### config.mk
export PLATFORM = sky130hd
export DESIGN_NAME = i2m_master
export DESIGN_NICKNAME = d
export VERILOG_FILES = /design/src/i2m_fifo.v /design/src/i2m_master.v
export VERILOG_INCLUDE_DIRS = /design/src
export SDC_FILE = /design/constraint.sdc
export NUM_CORES = 1
export LEC_CHECK = 0
export BUFFER_PORTS_ARGS = -buffer_cell sky130_fd_sc_hd__buf_4
export CAP_MARGIN = 20
export CORE_AREA = 4 4 144 146
export DETAILED_ROUTE_END_ITERATION = 16
export DIE_AREA = 0 0 148 150
export SYNTH_ARGS = -nofsm -noshare
export SYNTH_HDL_FRONTEND = slang
export SYNTH_SLANG_ARGS = --single-unit
### constraint.sdc
create_clock -name clock -period 4 [get_ports clock]
set_input_delay 0.4 -clock clock [delete_from_list [all_inputs] [get_ports clock]]
set_output_delay 0.4 -clock clock [all_outputs]
set_load 0.05 [all_outputs]
### src/i2m_defs.vh
// Register map, field positions, reset values and timing counts of the two-wire master
`ifndef I2M_DEFS_VH
`define I2M_DEFS_VH

// Register byte addresses on the core register port
`define I2M_ADDR_TX 8'h9a
`define I2M_ADDR_RX 8'h9b
`define I2M_ADDR_CFG 8'haf
`define I2M_ADDR_MODE 8'he8
`define I2M_ADDR_TARGET 8'he9
`define I2M_ADDR_STATUS 8'hea

// Reset value shared by every register
`define I2M_RESET_BYTE 8'h00

// Mode register fields
`define I2M_MODE_ENABLE 7
`define I2M_MODE_RATE_HI 6
`define I2M_MODE_RATE_LO 5
`define I2M_MODE_COUNT_HI 4
`define I2M_MODE_COUNT_LO 0

// Configuration register: port owner select, 1 gives the pins to this master
`define I2M_CFG_OWNER 0

// Target register fields
`define I2M_TARGET_DIR 0

// Status register fields
`define I2M_STAT_BUSY 7
`define I2M_STAT_NOACK 6
`define I2M_STAT_RXPEND 5
`define I2M_STAT_TXEMPTY 4
`define I2M_STAT_LEVEL_HI 3
`define I2M_STAT_LEVEL_LO 2
`define I2M_STAT_CLASH 1
`define I2M_STAT_TXOVF 0

// FIFO level codes
`define I2M_LEVEL_EMPTY 2'b00
`define I2M_LEVEL_HALF 2'b10
`define I2M_LEVEL_FULL 2'b11

// One bus bit is 16 core clocks times 2^rate; it is split into four quarters
`define I2M_BIT_CLOCKS 16
`define I2M_QUARTER_BASE 6'h04

// Default FIFO geometry
`define I2M_FIFO_DEPTH 4
`define I2M_FIFO_AW 2

`endif

### src/i2m_fifo.v
// Small byte FIFO in flip-flops, used for the transmit and the receive side
`include "i2m_defs.vh"

module i2m_fifo #(
  parameter WIDTH = 8,
  parameter DEPTH = `I2M_FIFO_DEPTH,
  parameter AW = `I2M_FIFO_AW
) (
  input wire clock,
  input wire clock_enable,
  input wire rst_n,
  input wire flush,
  input wire push,
  input wire [WIDTH-1:0] push_data,
  input wire pop,
  output wire [WIDTH-1:0] pop_data,
  output reg [AW:0] count,
  output wire full,
  output wire empty
);

  reg [WIDTH-1:0] store [0:DEPTH-1];
  reg [AW-1:0] wr_ptr;
  reg [AW-1:0] rd_ptr;
  wire do_push;
  wire do_pop;

  // Full and empty straight from the count, so they never lie
  assign full = (count == DEPTH[AW:0]);
  assign empty = (count == {(AW+1){1'b0}});
  assign do_push = push & ~full & ~flush;
  assign do_pop = pop & ~empty & ~flush;
  assign pop_data = store[rd_ptr];

  // One storage register per entry
  genvar i;
  generate
    for (i = 0; i < DEPTH; i = i + 1)
    begin : g_entry
      always @(posedge clock)
      begin
        if (!rst_n)
          store[i] <= {WIDTH{1'b0}};
        else if (clock_enable && do_push && {{(32-AW){1'b0}}, wr_ptr} == i)
          store[i] <= push_data;
      end
    end
  endgenerate

  // Pointers and count; flush wins over push and pop
  always @(posedge clock)
  begin
    if (!rst_n)
    begin
      wr_ptr <= {AW{1'b0}};
      rd_ptr <= {AW{1'b0}};
      count <= {(AW+1){1'b0}};
    end
    else if (clock_enable)
    begin
      if (flush)
      begin
        wr_ptr <= {AW{1'b0}};
        rd_ptr <= {AW{1'b0}};
        count <= {(AW+1){1'b0}};
      end
      else
      begin
        if (do_push)
          wr_ptr <= wr_ptr + {{(AW-1){1'b0}}, 1'b1};
        if (do_pop)
          rd_ptr <= rd_ptr + {{(AW-1){1'b0}}, 1'b1};
        if (do_push && !do_pop)
          count <= count + {{AW{1'b0}}, 1'b1};
        else if (do_pop && !do_push)
          count <= count - {{AW{1'b0}}, 1'b1};
      end
    end
  end

endmodule // i2m_fifo

### src/i2m_master.v
// Two-wire bus master with transmit and receive FIFOs behind a core register port
//
// Contract
// - Shared pins belong to this master only while the owner select bit picks it.
// - Both lines are driven open-drain: pull low or release, never drive high.
// - Start, address with direction, slave acknowledge, data, then stop to idle.
// - Bus clock is core clock over 16 times two to the rate field.
// - Target register holds address in bits 7..1, direction in bit 0; writing it starts.
// - Direction 1 reads into receive FIFO; direction 0 sends bytes from transmit FIFO.
// - Mode bit 7 enables the interface; then a target write starts communication.
// - A read stops after receive count plus one bytes, or earlier on error.
// - Busy bit 7 is set while in use; the transmit FIFO is drained meanwhile.
// - Missing acknowledge sets status bit 6, halts the transfer; cleared by writing 0.
// - Status bit 5 is set while the receive FIFO holds a byte; write 0 clears.
// - Status bit 4 is set while the transmit FIFO is empty; write 0 clears.
// - Level field shows active FIFO: 00 empty, 10 half full, 11 full.
// - Status bit 1 flags a write and read in the same cycle; write 0 clears.
// - Status bit 0 flags a transmit write while the FIFO is full; write 0 clears.
// - Registers sit at the locations shared with the serial port's registers.
// - Receive and transmit FIFOs are four bytes deep each.
// - Reads acknowledge each byte automatically and not-acknowledge the final byte.
// - Rewriting the target mid-transfer gives a repeated start instead of a stop.
// - Empty transmit FIFO when a byte is needed stops; write errors flush it.
`include "i2m_defs.vh"

module i2m_master #(
  parameter FIFO_DEPTH = `I2M_FIFO_DEPTH,
  parameter FIFO_AW = `I2M_FIFO_AW
) (
  input wire clock,
  input wire clock_enable,
  input wire rst_n,
  input wire [7:0] reg_addr,
  input wire [7:0] reg_wdata,
  input wire reg_write,
  input wire reg_read,
  output reg [7:0] reg_rdata,
  input wire scl_in,
  output reg scl_out,
  output reg scl_oe,
  input wire sda_in,
  output reg sda_out,
  output reg sda_oe
);

  localparam ST_IDLE = 2'd0;
  localparam ST_START = 2'd1;
  localparam ST_BIT = 2'd2;
  localparam ST_STOP = 2'd3;

  localparam KIND_ADDR = 2'd0;
  localparam KIND_WDATA = 2'd1;
  localparam KIND_RDATA = 2'd2;

  ////////////////////////////////////////////////////////////////////////////////
  // Registers and state
  reg [7:0] mode_reg, target_reg, cfg_reg, shift;
  reg noack_flag, rx_pend_flag, tx_empty_flag, clash_flag, tx_ovf_flag;
  reg scl_meta, scl_sync, sda_meta, sda_sync;
  reg [1:0] state, phase, kind;
  reg [3:0] bit_cnt;
  reg [4:0] rx_done;
  reg cur_read, ack_bit, restart_pending;
  reg [5:0] div_cnt;

  wire active, tick, busy, last_rx, byte_end, noack_set, want_wbyte, target_wr;
  wire tx_full, tx_empty, rx_empty, tx_push, tx_pop, tx_flush, rx_push, rx_pop;
  wire [1:0] rate, level;
  wire [4:0] rx_limit;
  wire [5:0] quarter_len;
  wire [7:0] tx_data, rx_data;
  wire [FIFO_AW:0] tx_count, rx_count, act_count;

  ////////////////////////////////////////////////////////////////////////////////
  // Decoded controls
  assign active = mode_reg[`I2M_MODE_ENABLE] & cfg_reg[`I2M_CFG_OWNER];
  assign rate = mode_reg[`I2M_MODE_RATE_HI:`I2M_MODE_RATE_LO];
  assign rx_limit = mode_reg[`I2M_MODE_COUNT_HI:`I2M_MODE_COUNT_LO];
  assign busy = (state != ST_IDLE);
  assign target_wr = reg_write & (reg_addr == `I2M_ADDR_TARGET);

  // Quarter bit is 4 << rate clocks, so a whole bit is 16 << rate
  assign quarter_len = `I2M_QUARTER_BASE << rate;
  assign tick = busy & (div_cnt == quarter_len - 6'h01);

  // Byte counted from zero, so limit+1 bytes end on index limit
  assign last_rx = (rx_done == rx_limit);
  assign byte_end = tick & (state == ST_BIT) & (phase == 2'd3) & (bit_cnt == 4'd8);
  assign noack_set = byte_end & (kind != KIND_RDATA) & ack_bit;

  // Next byte of a write is pulled only when acknowledged and not restarting
  assign want_wbyte = byte_end & ~ack_bit & ~restart_pending &
                      ((kind == KIND_WDATA) | ((kind == KIND_ADDR) & ~cur_read));

  ////////////////////////////////////////////////////////////////////////////////
  // FIFO hookup
  assign tx_push = reg_write & (reg_addr == `I2M_ADDR_TX) & ~reg_read;
  assign tx_pop = want_wbyte & ~tx_empty;
  assign tx_flush = ~active | (noack_set & ~cur_read);
  assign rx_push = byte_end & (kind == KIND_RDATA);
  assign rx_pop = reg_read & (reg_addr == `I2M_ADDR_RX) & ~reg_write;

  i2m_fifo #(.WIDTH(8), .DEPTH(FIFO_DEPTH), .AW(FIFO_AW)) u_tx_fifo (
    .clock(clock), .clock_enable(clock_enable), .rst_n(rst_n), .flush(tx_flush), .push(tx_push),
    .push_data(reg_wdata), .pop(tx_pop), .pop_data(tx_data), .count(tx_count), .full(tx_full),
    .empty(tx_empty));

  // A full receive FIFO just drops further bytes, so its full flag is not needed
  i2m_fifo #(.WIDTH(8), .DEPTH(FIFO_DEPTH), .AW(FIFO_AW)) u_rx_fifo (
    .clock(clock), .clock_enable(clock_enable), .rst_n(rst_n), .flush(1'b0), .push(rx_push),
    .push_data(shift), .pop(rx_pop), .pop_data(rx_data), .count(rx_count), .full(),
    .empty(rx_empty));

  // Level of the FIFO that the current direction uses; 01 never shown
  assign act_count = target_reg[`I2M_TARGET_DIR] ? rx_count : tx_count;
  assign level = (act_count == {(FIFO_AW+1){1'b0}}) ? `I2M_LEVEL_EMPTY :
                 (act_count == FIFO_DEPTH[FIFO_AW:0]) ? `I2M_LEVEL_FULL : `I2M_LEVEL_HALF;

  ////////////////////////////////////////////////////////////////////////////////
  // Pin synchronisers; the first stage feeds only the second
  always @(posedge clock)
  begin
    if (!rst_n)
    begin
      scl_meta <= 1'b1;
      scl_sync <= 1'b1;
      sda_meta <= 1'b1;
      sda_sync <= 1'b1;
    end
    else if (clock_enable)
    begin
      scl_meta <= scl_in;
      scl_sync <= scl_meta;
      sda_meta <= sda_in;
      sda_sync <= sda_meta;
    end
  end

  ////////////////////////////////////////////////////////////////////////////////
  // Software registers and sticky flags; a hardware set beats a software clear
  always @(posedge clock)
  begin
    if (!rst_n)
    begin
      mode_reg <= `I2M_RESET_BYTE;
      target_reg <= `I2M_RESET_BYTE;
      cfg_reg <= `I2M_RESET_BYTE;
      noack_flag <= 1'b0;
      rx_pend_flag <= 1'b0;
      tx_empty_flag <= 1'b0;
      clash_flag <= 1'b0;
      tx_ovf_flag <= 1'b0;
    end
    else if (clock_enable)
    begin
      if (reg_write && reg_addr == `I2M_ADDR_MODE)
        mode_reg <= reg_wdata;
      if (reg_write && reg_addr == `I2M_ADDR_CFG)
        cfg_reg <= reg_wdata & 8'h01; // Only the owner bit is kept
      if (target_wr)
        target_reg <= reg_wdata;
      // Clears by writing 0 first, then the sets override them
      if (reg_write && reg_addr == `I2M_ADDR_STATUS)
      begin
        if (!reg_wdata[`I2M_STAT_NOACK])
          noack_flag <= 1'b0;
        if (!reg_wdata[`I2M_STAT_RXPEND])
          rx_pend_flag <= 1'b0;
        if (!reg_wdata[`I2M_STAT_TXEMPTY])
          tx_empty_flag <= 1'b0;
        if (!reg_wdata[`I2M_STAT_CLASH])
          clash_flag <= 1'b0;
        if (!reg_wdata[`I2M_STAT_TXOVF])
          tx_ovf_flag <= 1'b0;
      end
      if (noack_set)
        noack_flag <= 1'b1;
      if (!rx_empty)
        rx_pend_flag <= 1'b1;
      if (tx_empty)
        tx_empty_flag <= 1'b1;
      if (reg_write && reg_read)
        clash_flag <= 1'b1;
      if (tx_push && tx_full)
        tx_ovf_flag <= 1'b1;
    end
  end

  ////////////////////////////////////////////////////////////////////////////////
  // Read data, valid only in the cycle after the read strobe
  always @(posedge clock)
  begin
    if (!rst_n)
      reg_rdata <= `I2M_RESET_BYTE;
    else if (clock_enable)
    begin
      if (!reg_read)
        reg_rdata <= 8'h00;
      else
        case (reg_addr)
          `I2M_ADDR_RX: reg_rdata <= rx_data;
          `I2M_ADDR_CFG: reg_rdata <= cfg_reg;
          `I2M_ADDR_MODE: reg_rdata <= mode_reg;
          `I2M_ADDR_TARGET: reg_rdata <= target_reg;
          `I2M_ADDR_STATUS: reg_rdata <= {busy, noack_flag, rx_pend_flag, tx_empty_flag,
                                          level, clash_flag, tx_ovf_flag};
          default: reg_rdata <= 8'h00; // Write-only buffer and unmapped read as zero
        endcase
    end
  end

  ////////////////////////////////////////////////////////////////////////////////
  // Quarter-bit divider, held at zero when idle so every frame starts aligned
  always @(posedge clock)
  begin
    if (!rst_n)
      div_cnt <= 6'h00;
    else if (clock_enable)
    begin
      if (!busy || tick)
        div_cnt <= 6'h00;
      else
        div_cnt <= div_cnt + 6'h01;
    end
  end

  ////////////////////////////////////////////////////////////////////////////////
  // Bus sequencer; each tick ends one quarter of a bit
  always @(posedge clock)
  begin
    if (!rst_n)
    begin
      state <= ST_IDLE;
      phase <= 2'd0;
      bit_cnt <= 4'd0;
      shift <= 8'h00;
      kind <= KIND_ADDR;
      rx_done <= 5'd0;
      cur_read <= 1'b0;
      ack_bit <= 1'b0;
      restart_pending <= 1'b0;
      scl_oe <= 1'b0;
      sda_oe <= 1'b0;
      scl_out <= 1'b0;
      sda_out <= 1'b0;
    end
    else if (clock_enable)
    begin
      scl_out <= 1'b0;
      sda_out <= 1'b0;
      if (!active)
      begin
        // Abandon at once and let go of both lines
        state <= ST_IDLE;
        scl_oe <= 1'b0;
        sda_oe <= 1'b0;
        restart_pending <= 1'b0;
      end
      else
      begin
        if (target_wr && busy)
          restart_pending <= 1'b1;
        case (state)
          ST_IDLE:
          begin
            phase <= 2'd0;
            if (target_wr)
              state <= ST_START;
          end
          ST_START:
            if (tick)
            begin
              phase <= phase + 2'd1;
              case (phase)
                2'd0: sda_oe <= 1'b0;
                2'd1: scl_oe <= 1'b0;
                2'd2: sda_oe <= 1'b1;
                default:
                begin
                  scl_oe <= 1'b1;
                  shift <= target_reg;
                  cur_read <= target_reg[`I2M_TARGET_DIR];
                  kind <= KIND_ADDR;
                  bit_cnt <= 4'd0;
                  rx_done <= 5'd0;
                  restart_pending <= target_wr;
                  state <= ST_BIT;
                end
              endcase
            end
          ST_BIT:
            if (tick && !(phase == 2'd2 && !scl_sync))
            begin
              // Phase 2 waits for a stretched clock to rise
              phase <= phase + 2'd1;
              case (phase)
                2'd0:
                  if (bit_cnt != 4'd8)
                    sda_oe <= (kind != KIND_RDATA) & ~shift[7];
                  else
                    sda_oe <= (kind == KIND_RDATA) & ~last_rx;
                2'd1: scl_oe <= 1'b0;
                2'd2:
                  if (bit_cnt != 4'd8)
                  begin
                    shift <= {shift[6:0], sda_sync};
                    // Sent a 1 but the line is low: another master won
                    if (kind != KIND_RDATA && !sda_oe && !sda_sync)
                    begin
                      state <= ST_IDLE;
                      sda_oe <= 1'b0;
                      scl_oe <= 1'b0;
                    end
                  end
                  else
                    ack_bit <= sda_sync;
                default:
                begin
                  scl_oe <= 1'b1;
                  if (bit_cnt != 4'd8)
                    bit_cnt <= bit_cnt + 4'd1;
                  else
                  begin
                    bit_cnt <= 4'd0;
                    if (kind != KIND_RDATA && ack_bit)
                      state <= ST_STOP;
                    else if (restart_pending)
                      state <= ST_START;
                    else if (kind == KIND_RDATA)
                    begin
                      rx_done <= rx_done + 5'd1;
                      if (last_rx)
                        state <= ST_STOP;
                    end
                    else if (cur_read)
                      kind <= KIND_RDATA;
                    else if (!tx_empty)
                    begin
                      shift <= tx_data;
                      kind <= KIND_WDATA;
                    end
                    else
                      state <= ST_STOP;
                  end
                end
              endcase
            end
          ST_STOP:
            if (tick)
            begin
              phase <= phase + 2'd1;
              case (phase)
                2'd0: sda_oe <= 1'b1;
                2'd1: scl_oe <= 1'b0;
                2'd2: sda_oe <= 1'b0;
                default: state <= restart_pending ? ST_START : ST_IDLE;
              endcase
            end
          default: state <= ST_IDLE;
        endcase
      end
    end
  end

endmodule // i2m_master

# == Word-level counts from Yosys, hierarchy flattened ==
# Memory sizes are Yosys's and may differ from the RTL's. A register that Yosys moved wholly into a read port is not among the register bits.
# Cells that the tools add are included.
# classes
eq_ne,73
bitwise_logic,52
mux,151
shifts,1
reduce_logical,81
add_sub_neg,13
# op_table
cell,count
$mux W8,19
$mux W2,37
$mux W1,59
$eq A8 B8 Y1 const B,6
$mux W5,8
$pmux W8 S5,1
$ne A3 B3 Y1 const B,13
$pmux W8 S2,2
$reduce_and A14 Y1,2
$and A1 B1 Y1,27
$logic_and A1 B1 Y1,25
$mux W4,5
$ne A2 B2 Y1 const B,10
$reduce_and A10 Y1,2
$eq A2 B2 Y1 const B,9
$mux W3,6
$reduce_and A2 Y1,9
$reduce_bool A2 Y1,9
$ne A2 B1 Y1 const B,8
$ne A4 B4 Y1 const B,4
$ne A3 B2 Y1 const B,5
$not A1 Y1,15
$reduce_and A3 Y1,5
$ne A7 B4 Y1 const B,2
39 further kinds,83
# word_totals
out_inout_bits,12
mem_bits_rw,64
memories,2
ff_bits,82
wordCells,404
in_bits,23
# mem_list
memory,depth,word_bits,rd,rd_clocked_by_memory_dff,wr,line_no,text
u_rx_fifo.store,4,8,1,1,4,i2m_fifo.v:22,reg [WIDTH-1:0] store [0:DEPTH-1];
u_tx_fifo.store,4,8,1,1,4,i2m_fifo.v:22,

# == Logic depth before layout (Yosys ltp) ==
# Gate-level depths: netlist of the first run.
# depth
word_depth,19
ltp_mapped,14
ltp_nobuf,12

# == Modules after synthesis ==
# A second synthesis of the first run with hierarchy kept.
# unflattened
cells_unflattened,777
hier_area_um2,8031.5
# modules_own_cells
module,area_each_um2,seq_area_each_um2,cells_each,instances
i2m_master,4057.6,1361.3,481,1
i2m_fifo,1986.9,1141.1,148,2

# == Worst setup path before layout of the first run ==
# No wires, ideal clock.
# synth_timing
path_type,reg2reg
from,register state[0]
to,register u_tx_fifo.count[2]
arrival_time_ns,2.806
setup_time_ns,0.062
setup_slack_ns,1.131
path_stages_with_launch,12
path_cell_list,dfxtp_1 -> inv_1 -> ha_1 -> clkbuf_1 -> a211o_1 -> a2111oi_4 -> nor4_1 -> fa_1 -> nor2b_1 -> mux2i_1 -> or4_1 -> nand3_1
# synth_between
elab_chain_cells,15
word_cells_on_any_way,26
classes_between,1 x eq/ne; 2 x mux; 16 x bitwise; 7 x reduce/logical
# synth_rtl
item,line_no,text
"start, declared",i2m_master.v:60,"reg [1:0] state, phase, kind;"
"start signal, assigned",i2m_master.v:356,default: state <= restart_pending ? ST_START : ST_IDLE;
$reduce_bool A2 Y1,i2m_master.v:79,assign busy = (state != ST_IDLE);
$and A1 B1 Y1,i2m_master.v:84,assign tick = busy & (div_cnt == quarter_len - 6'h01);
$and A1 B1 Y1 * (3 in series),i2m_master.v:88,assign byte_end = tick & (state == ST_BIT) & (phase == 2'd3) & (bit_cnt == 4'd8);
"$and A1 B1 Y1, on equally long branches (2 in series)","i2m_master.v:92, i2m_master.v:89",
"$and A1 B1 Y1, on equally long branches","i2m_master.v:92, i2m_master.v:99",
$and A1 B1 Y1 or $or A1 B1 Y1 (tied branches),"i2m_master.v:98, i2m_master.v:99",
$and A1 B1 Y1 or $not A1 Y1 (tied branches),"i2m_fifo.v:32, i2m_fifo.v:31",
"$and A1 B1 Y1, on equally long branches","i2m_fifo.v:32, i2m_fifo.v:31",
"$logic_not A1 Y1, on equally long branches","i2m_fifo.v:73, i2m_fifo.v:75",
"$logic_and A1 B1 Y1, on equally long branches","i2m_fifo.v:73, i2m_fifo.v:75",
$reduce_bool A3 Y1 (no source line) or $mux W3 (tied branches),n/a,
$reduce_and A2 Y1 (no source line) or $mux W3 (tied branches),n/a,
"end signal, assigned",i2m_fifo.v:65,count <= {(AW+1){1'b0}};
"end signal, assigned",i2m_fifo.v:74,"count <= count + {{AW{1'b0}}, 1'b1};"
"end signal, assigned",i2m_fifo.v:76,"count <= count - {{AW{1'b0}}, 1'b1};"
"end, declared",i2m_fifo.v:17,"output reg [AW:0] count,"
# Mark *: on every way between the ends. The rest lies on a longest branch, timed or not.
# A chain may end at the register's enable or synchronous reset.

# == Final worst setup path of the first run ==
# Ends and elaborated chain as after synthesis.

==> results of run 1 <==
cell usage in the layout, fill, tap and decap left out, types with 7 or more instances in the layout:
| cell | n |
|---|---|
| edfxtp_1 | 64 |
| or4_1 | 10 |
| a21oi_1 | 37 |
| dfxtp_1 | 86 |
| ha_1 | 22 |
| nor4_1 | 11 |
| clkbuf_16 | 17 |
| and2_1 | 38 |
| a311o_1 | 7 |
| inv_1 | 23 |
| nor2b_1 | 9 |
| nand3_1 | 26 |
| mux4_2 | 16 |
| nand2_1 | 100 |
| buf_4 | 42 |
| o21ai_0 | 26 |
| nor3_1 | 17 |
| xnor2_1 | 14 |
| nor2_1 | 60 |
| mux2i_1 | 31 |
| nand4_1 | 7 |
| and3_1 | 41 |
per-layer routing:
layer	track usage, %	vias to the layer above
met5	0	-
met4	5.91	0
met3	3.48	22
met2	27.3	191
met1	26.6	2852
li1	-	2946
critical path, stage by stage (launching register included):
cell,delay (ns)
dfxtp_1,0.42
inv_1,0.09
ha_1,0.20
buf_4,0.17
a211o_1,0.32
a2111oi_4,0.64
nor4_1,0.12
fa_1,0.40
nor2b_1,0.12
mux2i_1,0.09
or4_1,0.42
nand3_1,0.09
worst paths after layout:
path | slack [ns] | cells after the start | endpoint | from
max | 0.88 | 11 | u_tx_fifo.count[2] | state[0]
min | 0.19 | 3 | scl_meta | scl_in
max reg2reg | 0.88 | 11 | u_tx_fifo.count[2] | state[0]
min reg2reg | 0.47 | 2 | reg_rdata[0] | reg_rdata[0]
power by group through the flow:
stage	sequential, mW	clock, mW	combinational, mW
floorplan	1.67	0	0.0706
global placement	1.67	0	0.124
detailed placement	1.67	0	0.124
CTS	1.64	1.52	0.125
global route	1.64	1.59	0.135
finish	1.64	1.50	0.123
cells by family (layout without fill, tap and decap cells):
family | count (synthesis) | after routing | synth area share [%]
simple gates | 355 | 355 | 23.6
fa+ha+maj | 24 | 24 | 4.01
mux | 47 | 47 | 8.54
other cells | 1 | 2 | 0.0477
compound gates | 131 | 131 | 11.8
xor+xnor | 19 | 19 | 2.12
flops | 150 | 150 | 46.4
buf+inv | 68 | 98 | 3.47
layout make-up:
cell class / count / area [µm²]
fill: 1893 / 10500
sequential: 150 / 3640
tap: 265 / 332
clock inverter: 12 / 105
multi-input combinational: 578 / 3950
timing repair buffer: 42 / 315
clock buffer: 20 / 437
inverter: 24 / 90.1
metrics by stage:
stage	worst slack (ns)	hold slack [ns]	area, µm²
2_1_floorplan	1.13	0.441	7860
3_3_place_gp	0.931	0.453	8330
3_5_place_dp	0.923	0.463	8330
4_1_cts	0.899	0.182	8870
5_1_grt	0.734	0.200	8870
6_report	0.877	0.195	8870
==> metrics, run 1 <==
max layer used met4; status finished clean; Num CTS Buffers 17; Commonest cells post-synth nand2_1, dfxtp_1, edfxtp_1; synthesized netlist cell count just under 800; pwr dens around 370 nW/µm²; gpl congestion approximately 0.83; fin crit period roughly 3.1 ns; htree depth 4; RSZ-0062 raised after global routing false; clk slew on worst S/H paths 0.06 ns; ANT cells 0; register area share after synthesis 46.4%; post-synth top area cell edfxtp_1; area share of the largest cell type after synthesis about 24%; cell-internal power between 2 and 3 mW; most frequent cell after synthesis nand2_1; Routed wire per std cell about 18 µm; mean post-synth cell area 9.88 µm²; core area between 15,000 and 20,000 µm²; via count of the first global-routing pass roughly 5.6k; Clock power frac between 40 and 50%; DIE HEIGHT 150 µm; f_max 0.320 GHz; number of buffers added on ports 32; initial antenna violation count 0; dpl cells around 1.1k; first-pass GRT wire length between 30,000 and 40,000 µm; DRT met1 WL approximately 9400 µm; Lkg Pwr between 3 and 4 nW; Max FO, Critical Path 10; CTS tree built; Post-synth EDFFs 64; share of cells above drive strength 1 between 10% and 20%; total track usage between 15 and 20%; antenna-violating nets left 0; met2 wire length between 8000 and 9000 µm; CP Capture Type flop; hold_buf cts 0; initial drt markers around 420; commonest register cell after synthesis dfxtp_1; Nets 860; Rel. slew slack 36.1%; fin. max-slew vios 0; switch share between 20% and 30%; HPWL after detailed placement between 10,000 and 15,000 µm; type of the tightest min-delay check in -> reg; die width 148 µm; asr flop ratio synth 0%; Worst Setup Path Type reg -> reg; die area between 20,000 and 25,000 µm²; metal3 WL between 1000 and 1500 µm; MaxCap Viol Count 0; vias approximately 6k; Layout Cells excl Fill 1,091; FF+latch count, synth 150; Post-Syn Area roughly 8000 µm²; CP Data Required Time 4.37 ns; CTS root buf clkbuf_16; top cells by area, synth edfxtp_1, dfxtp_1, nand2_1; largest net degree at the start of global routing a little over 40; crit path launch type flop; Post-route DRC 0; final core utilization a little under half; Psw 0.743 mW; worst vdd ir approximately 0.27 mV; clock sinks 150; Final setup viols 0; Rows 51; Comb pwr share about 3.8%; Detailed Route WL 19,600 µm; detail-routed via count per cell about 5.5; Final Cycle Share about four fifths; Worst-Skew Late Latency roughly 0.43 ns; post-CTS sizing 0; top flop regs u_rx_fifo.store x32, u_tx_fifo.store x32; Warnings, synthesis 0; Unique masters post-synth 77; CP arrival roughly 3.5 ns; io pins 35; Area Growth Syn to Fin 12.9%; largest buffer count on any clock path 2; Clock Skew approximately 0.015 ns; Worst-Margin Slew between 0.9 and 1 ns; Seq pwr share ~50%; DRT Pass-1 Iters 8; TNS Setup 0 ns; Overflow after GRT 0; Initial Util 40.5%; total setup buffers inserted after CTS 0; Fin. Hold Viols 0; Tot Pwr 3.26 mW
(Power assumes the default switching activity.)
==> inputs of run 2 (changes only) <==
==> constraint.sdc (replaced) <==
create_clock -name clock -period 2.6 [get_ports clock]
set_input_delay 0.26 -clock clock [delete_from_list [all_inputs] [get_ports clock]]
set_output_delay 0.26 -clock clock [all_outputs]
set_load 0.05 [all_outputs]
==> metrics, run 2 (synthesized netlist as in run 1, its figures left out) <==
status finished clean; fin. max-slew vios 0 (unchanged); number of buffers added on ports 32 (unchanged); type of the tightest min-delay check in -> reg; ANT cells 0 (unchanged); placed instance area 8840 µm² (+6.1%); CP Data Required Time 2.97 ns (-1.40 ns); Psw 1.26 mW (+70%); initial drt markers 469 (+13%); initial antenna violation count 1 (+1); Clock Skew 0.00960 ns (-0.00515 ns); crit path launch type flop; Seq pwr share 47.4% (-2.8 points); largest buffer count on any clock path 2 (unchanged); hold_buf cts 0 (unchanged); Final Cycle Share 98.8% (+21 points); CP cell instances or2_4 > a211o_1 > a2111oi_4 > nor4_4 > fa_2 > nor2b_1 > mux2i_1 > or4_1 > nand3_1; GR Util met1 27.3% (+0.69 points); detail-routed via count per cell 5.48 (-0.62%); Clock power frac 48.4% (+2.4 points); Num CTS Buffers 17 (unchanged); die area 22,200 µm² (unchanged); Detailed Route WL 20,400 µm (+3.9%); Max FO, Critical Path 5 (-5); largest net degree at the start of global routing 57 (+39%); DIE HEIGHT 150 µm (unchanged); die width 148 µm (unchanged); Worst R2R Setup Slack 0.03 ns (-0.85 ns); met2 usage 28.3% (+1.0 points); antenna-violating nets left 0 (unchanged); CP delay by family, top simple AND/OR/NAND/NOR gates; CP Capture Type flop; pwr dens 558 nW/µm² (+52%); Nets 913 (+6.2%); Initial Util 40.5% (unchanged); first-pass GRT wire length 32,900 µm (+3.6%); via count of the first global-routing pass 5,927 (+5.0%); share of cells above drive strength 1 19.8% (+7.8 points); Max stage delay cell, worst path a2111oi_4; Worst-Skew Late Latency 0.43 ns (about the same); Post-route DRC 0 (unchanged); gpl congestion 0.872 (+4.6%); CP arrival 2.93 ns (-0.56 ns); cell-internal power 4.05 mW (+61%); commonest non-fill, non-tap cell in the layout nand2_1; GRT met3 Usage 4.00% (+0.51 points); f_max 0.389 GHz (+22%); HPWL after detailed placement 14,900 µm (+5.7%); Layout fillers 1,829 (-3.4%); Routed wire per std cell 17.8 µm (-0.93%); total track usage 18.8% (+0.56 points); vias 6,264 (+4.2%); Worst Setup Path Type reg -> reg; Crit path largest cell delay 0.45 ns (-0.19 ns); clk slew on worst S/H paths 0.07 ns (about the same); DRT Pass-1 Iters 5 (-3); Comb pwr share 4.2% (+0.4 points); RSZ-0062 raised after global routing true; Overflow after GRT 0 (unchanged); clock sinks 150 (unchanged); Area Growth Syn to Fin 21.3%; Rel. slew slack 61.1% (+25 points); io pins 35 (unchanged); Lkg Pwr 3.42 nW (+11%); worst vdd ir 0.407 mV (+49%); core area 19,400 µm² (unchanged); final instance area 9530 µm² (+7.4%); Rows 51 (unchanged); Seq. cell area 3650 µm² (+0.24%); most frequent cells in the layout nand2_1, buf_4, dfxtp_1; Most Crowded Layer GR met2; htree depth 4 (unchanged); switch share 23.8% (+1.0 points); Buf/Inv on CP 0 (-2); Final setup viols 0 (unchanged); Fin. Hold Viols 0 (unchanged); area occupied by multi-input gates 4020 µm² (+1.8%); MaxCap Viol Count 0 (unchanged); Worst-Margin Slew 0.579 ns (-0.367 ns); fin crit period 2.57 ns (-0.553 ns); top flop regs u_rx_fifo.store x32, u_tx_fifo.store x32; CTS tree built; Tot Pwr 5.32 mW (+63%); CTS root buf clkbuf_16
[run 2: changes by cell type in the layout (fill, tap and decap cells not counted), moves of 2 or more]
cell | before | now
buf_4 | 42 | 86
buf_12 | 0 | 9
dfxtp_1 | 86 | 81
dfxtp_2 | 0 | 4
inv_8 | 0 | 4
clkbuf_1 | 3 | 0
ha_1 | 22 | 19
clkinv_1 | 2 | 0
clkinvlp_4 | 3 | 1
fa_1 | 2 | 0
fa_2 | 0 | 2
ha_4 | 0 | 2
inv_6 | 2 | 4
[run 2: worst reg2reg max path, stage by stage (launching register included)]
cell,delay [ns]
dfxtp_2,0.35
or2_4,0.27
a211o_1,0.35
a2111oi_4,0.45
nor4_4,0.06
fa_2,0.34
nor2b_1,0.12
mux2i_1,0.09
or4_1,0.41
nand3_1,0.09
[run 2: path summary, 6_finish.rpt]
| kind | from | end | cells after the start |
|---|---|---|---|
| min | scl_in | scl_meta | 3 |
| max | mode_reg[5] | u_tx_fifo.count[2] | 9 |
| min reg2reg | reg_rdata[0] | reg_rdata[0] | 2 |
| max reg2reg | mode_reg[5] | u_tx_fifo.count[2] | 9 |
[run 2: area by class of cell]
cell class              count  share of cell area, %
multi-input cells         578                   42.2
flip-flops and latches    150                   38.3
repair buffers             95                   8.66
clock buffers              17                   4.46
well taps                 265                   3.48
clock inverters            15                   1.96
inverters                  24                  0.945
[run 2: repair_timing]
item | CTS | global route
buffers inserted | 0 | 2
resized for setup | 0 | 16
endpoints found under the setup margin | 0 | 16
[run 2: per-layer routing]
metal  wire (µm)  up-vias  part of all wire, %
met1        9980     2974                   49
met5           0        -                    0
met4         372        0                  1.8
met3        1070       24                  5.3
li1            -     3075                    -
met2        8970      191                   44
[run 2: power groups by stage]
stage               logic (mW)  registers (mW)  clock network [mW]
CTS                      0.226            2.52                2.61
finish                   0.225            2.52                2.57
global route             0.245            2.52                2.71
global placement         0.224            2.57                   0
floorplan                0.109            2.56                   0
detailed placement       0.226            2.57                   0
[run 2: stage by stage]
step | TNS (ns) | cells | hold slack (ns) | utilization, % | setup WS [ns]
2_1_floorplan | -0.0474 | 796 | 0.388 | - | -0.0474
5_1_grt | -0.0765 | 1144 | 0.0406 | 49.1 | -0.0628
4_1_cts | 0 | 1142 | 0.0338 | 48.7 | 0.0407
6_report | 0 | 1144 | 0.0488 | 49.1 | 0.0304
3_5_place_dp | -0.219 | 1110 | 0.459 | 45.6 | -0.185
3_3_place_gp | -0.113 | 1110 | 0.457 | 45.6 | -0.113
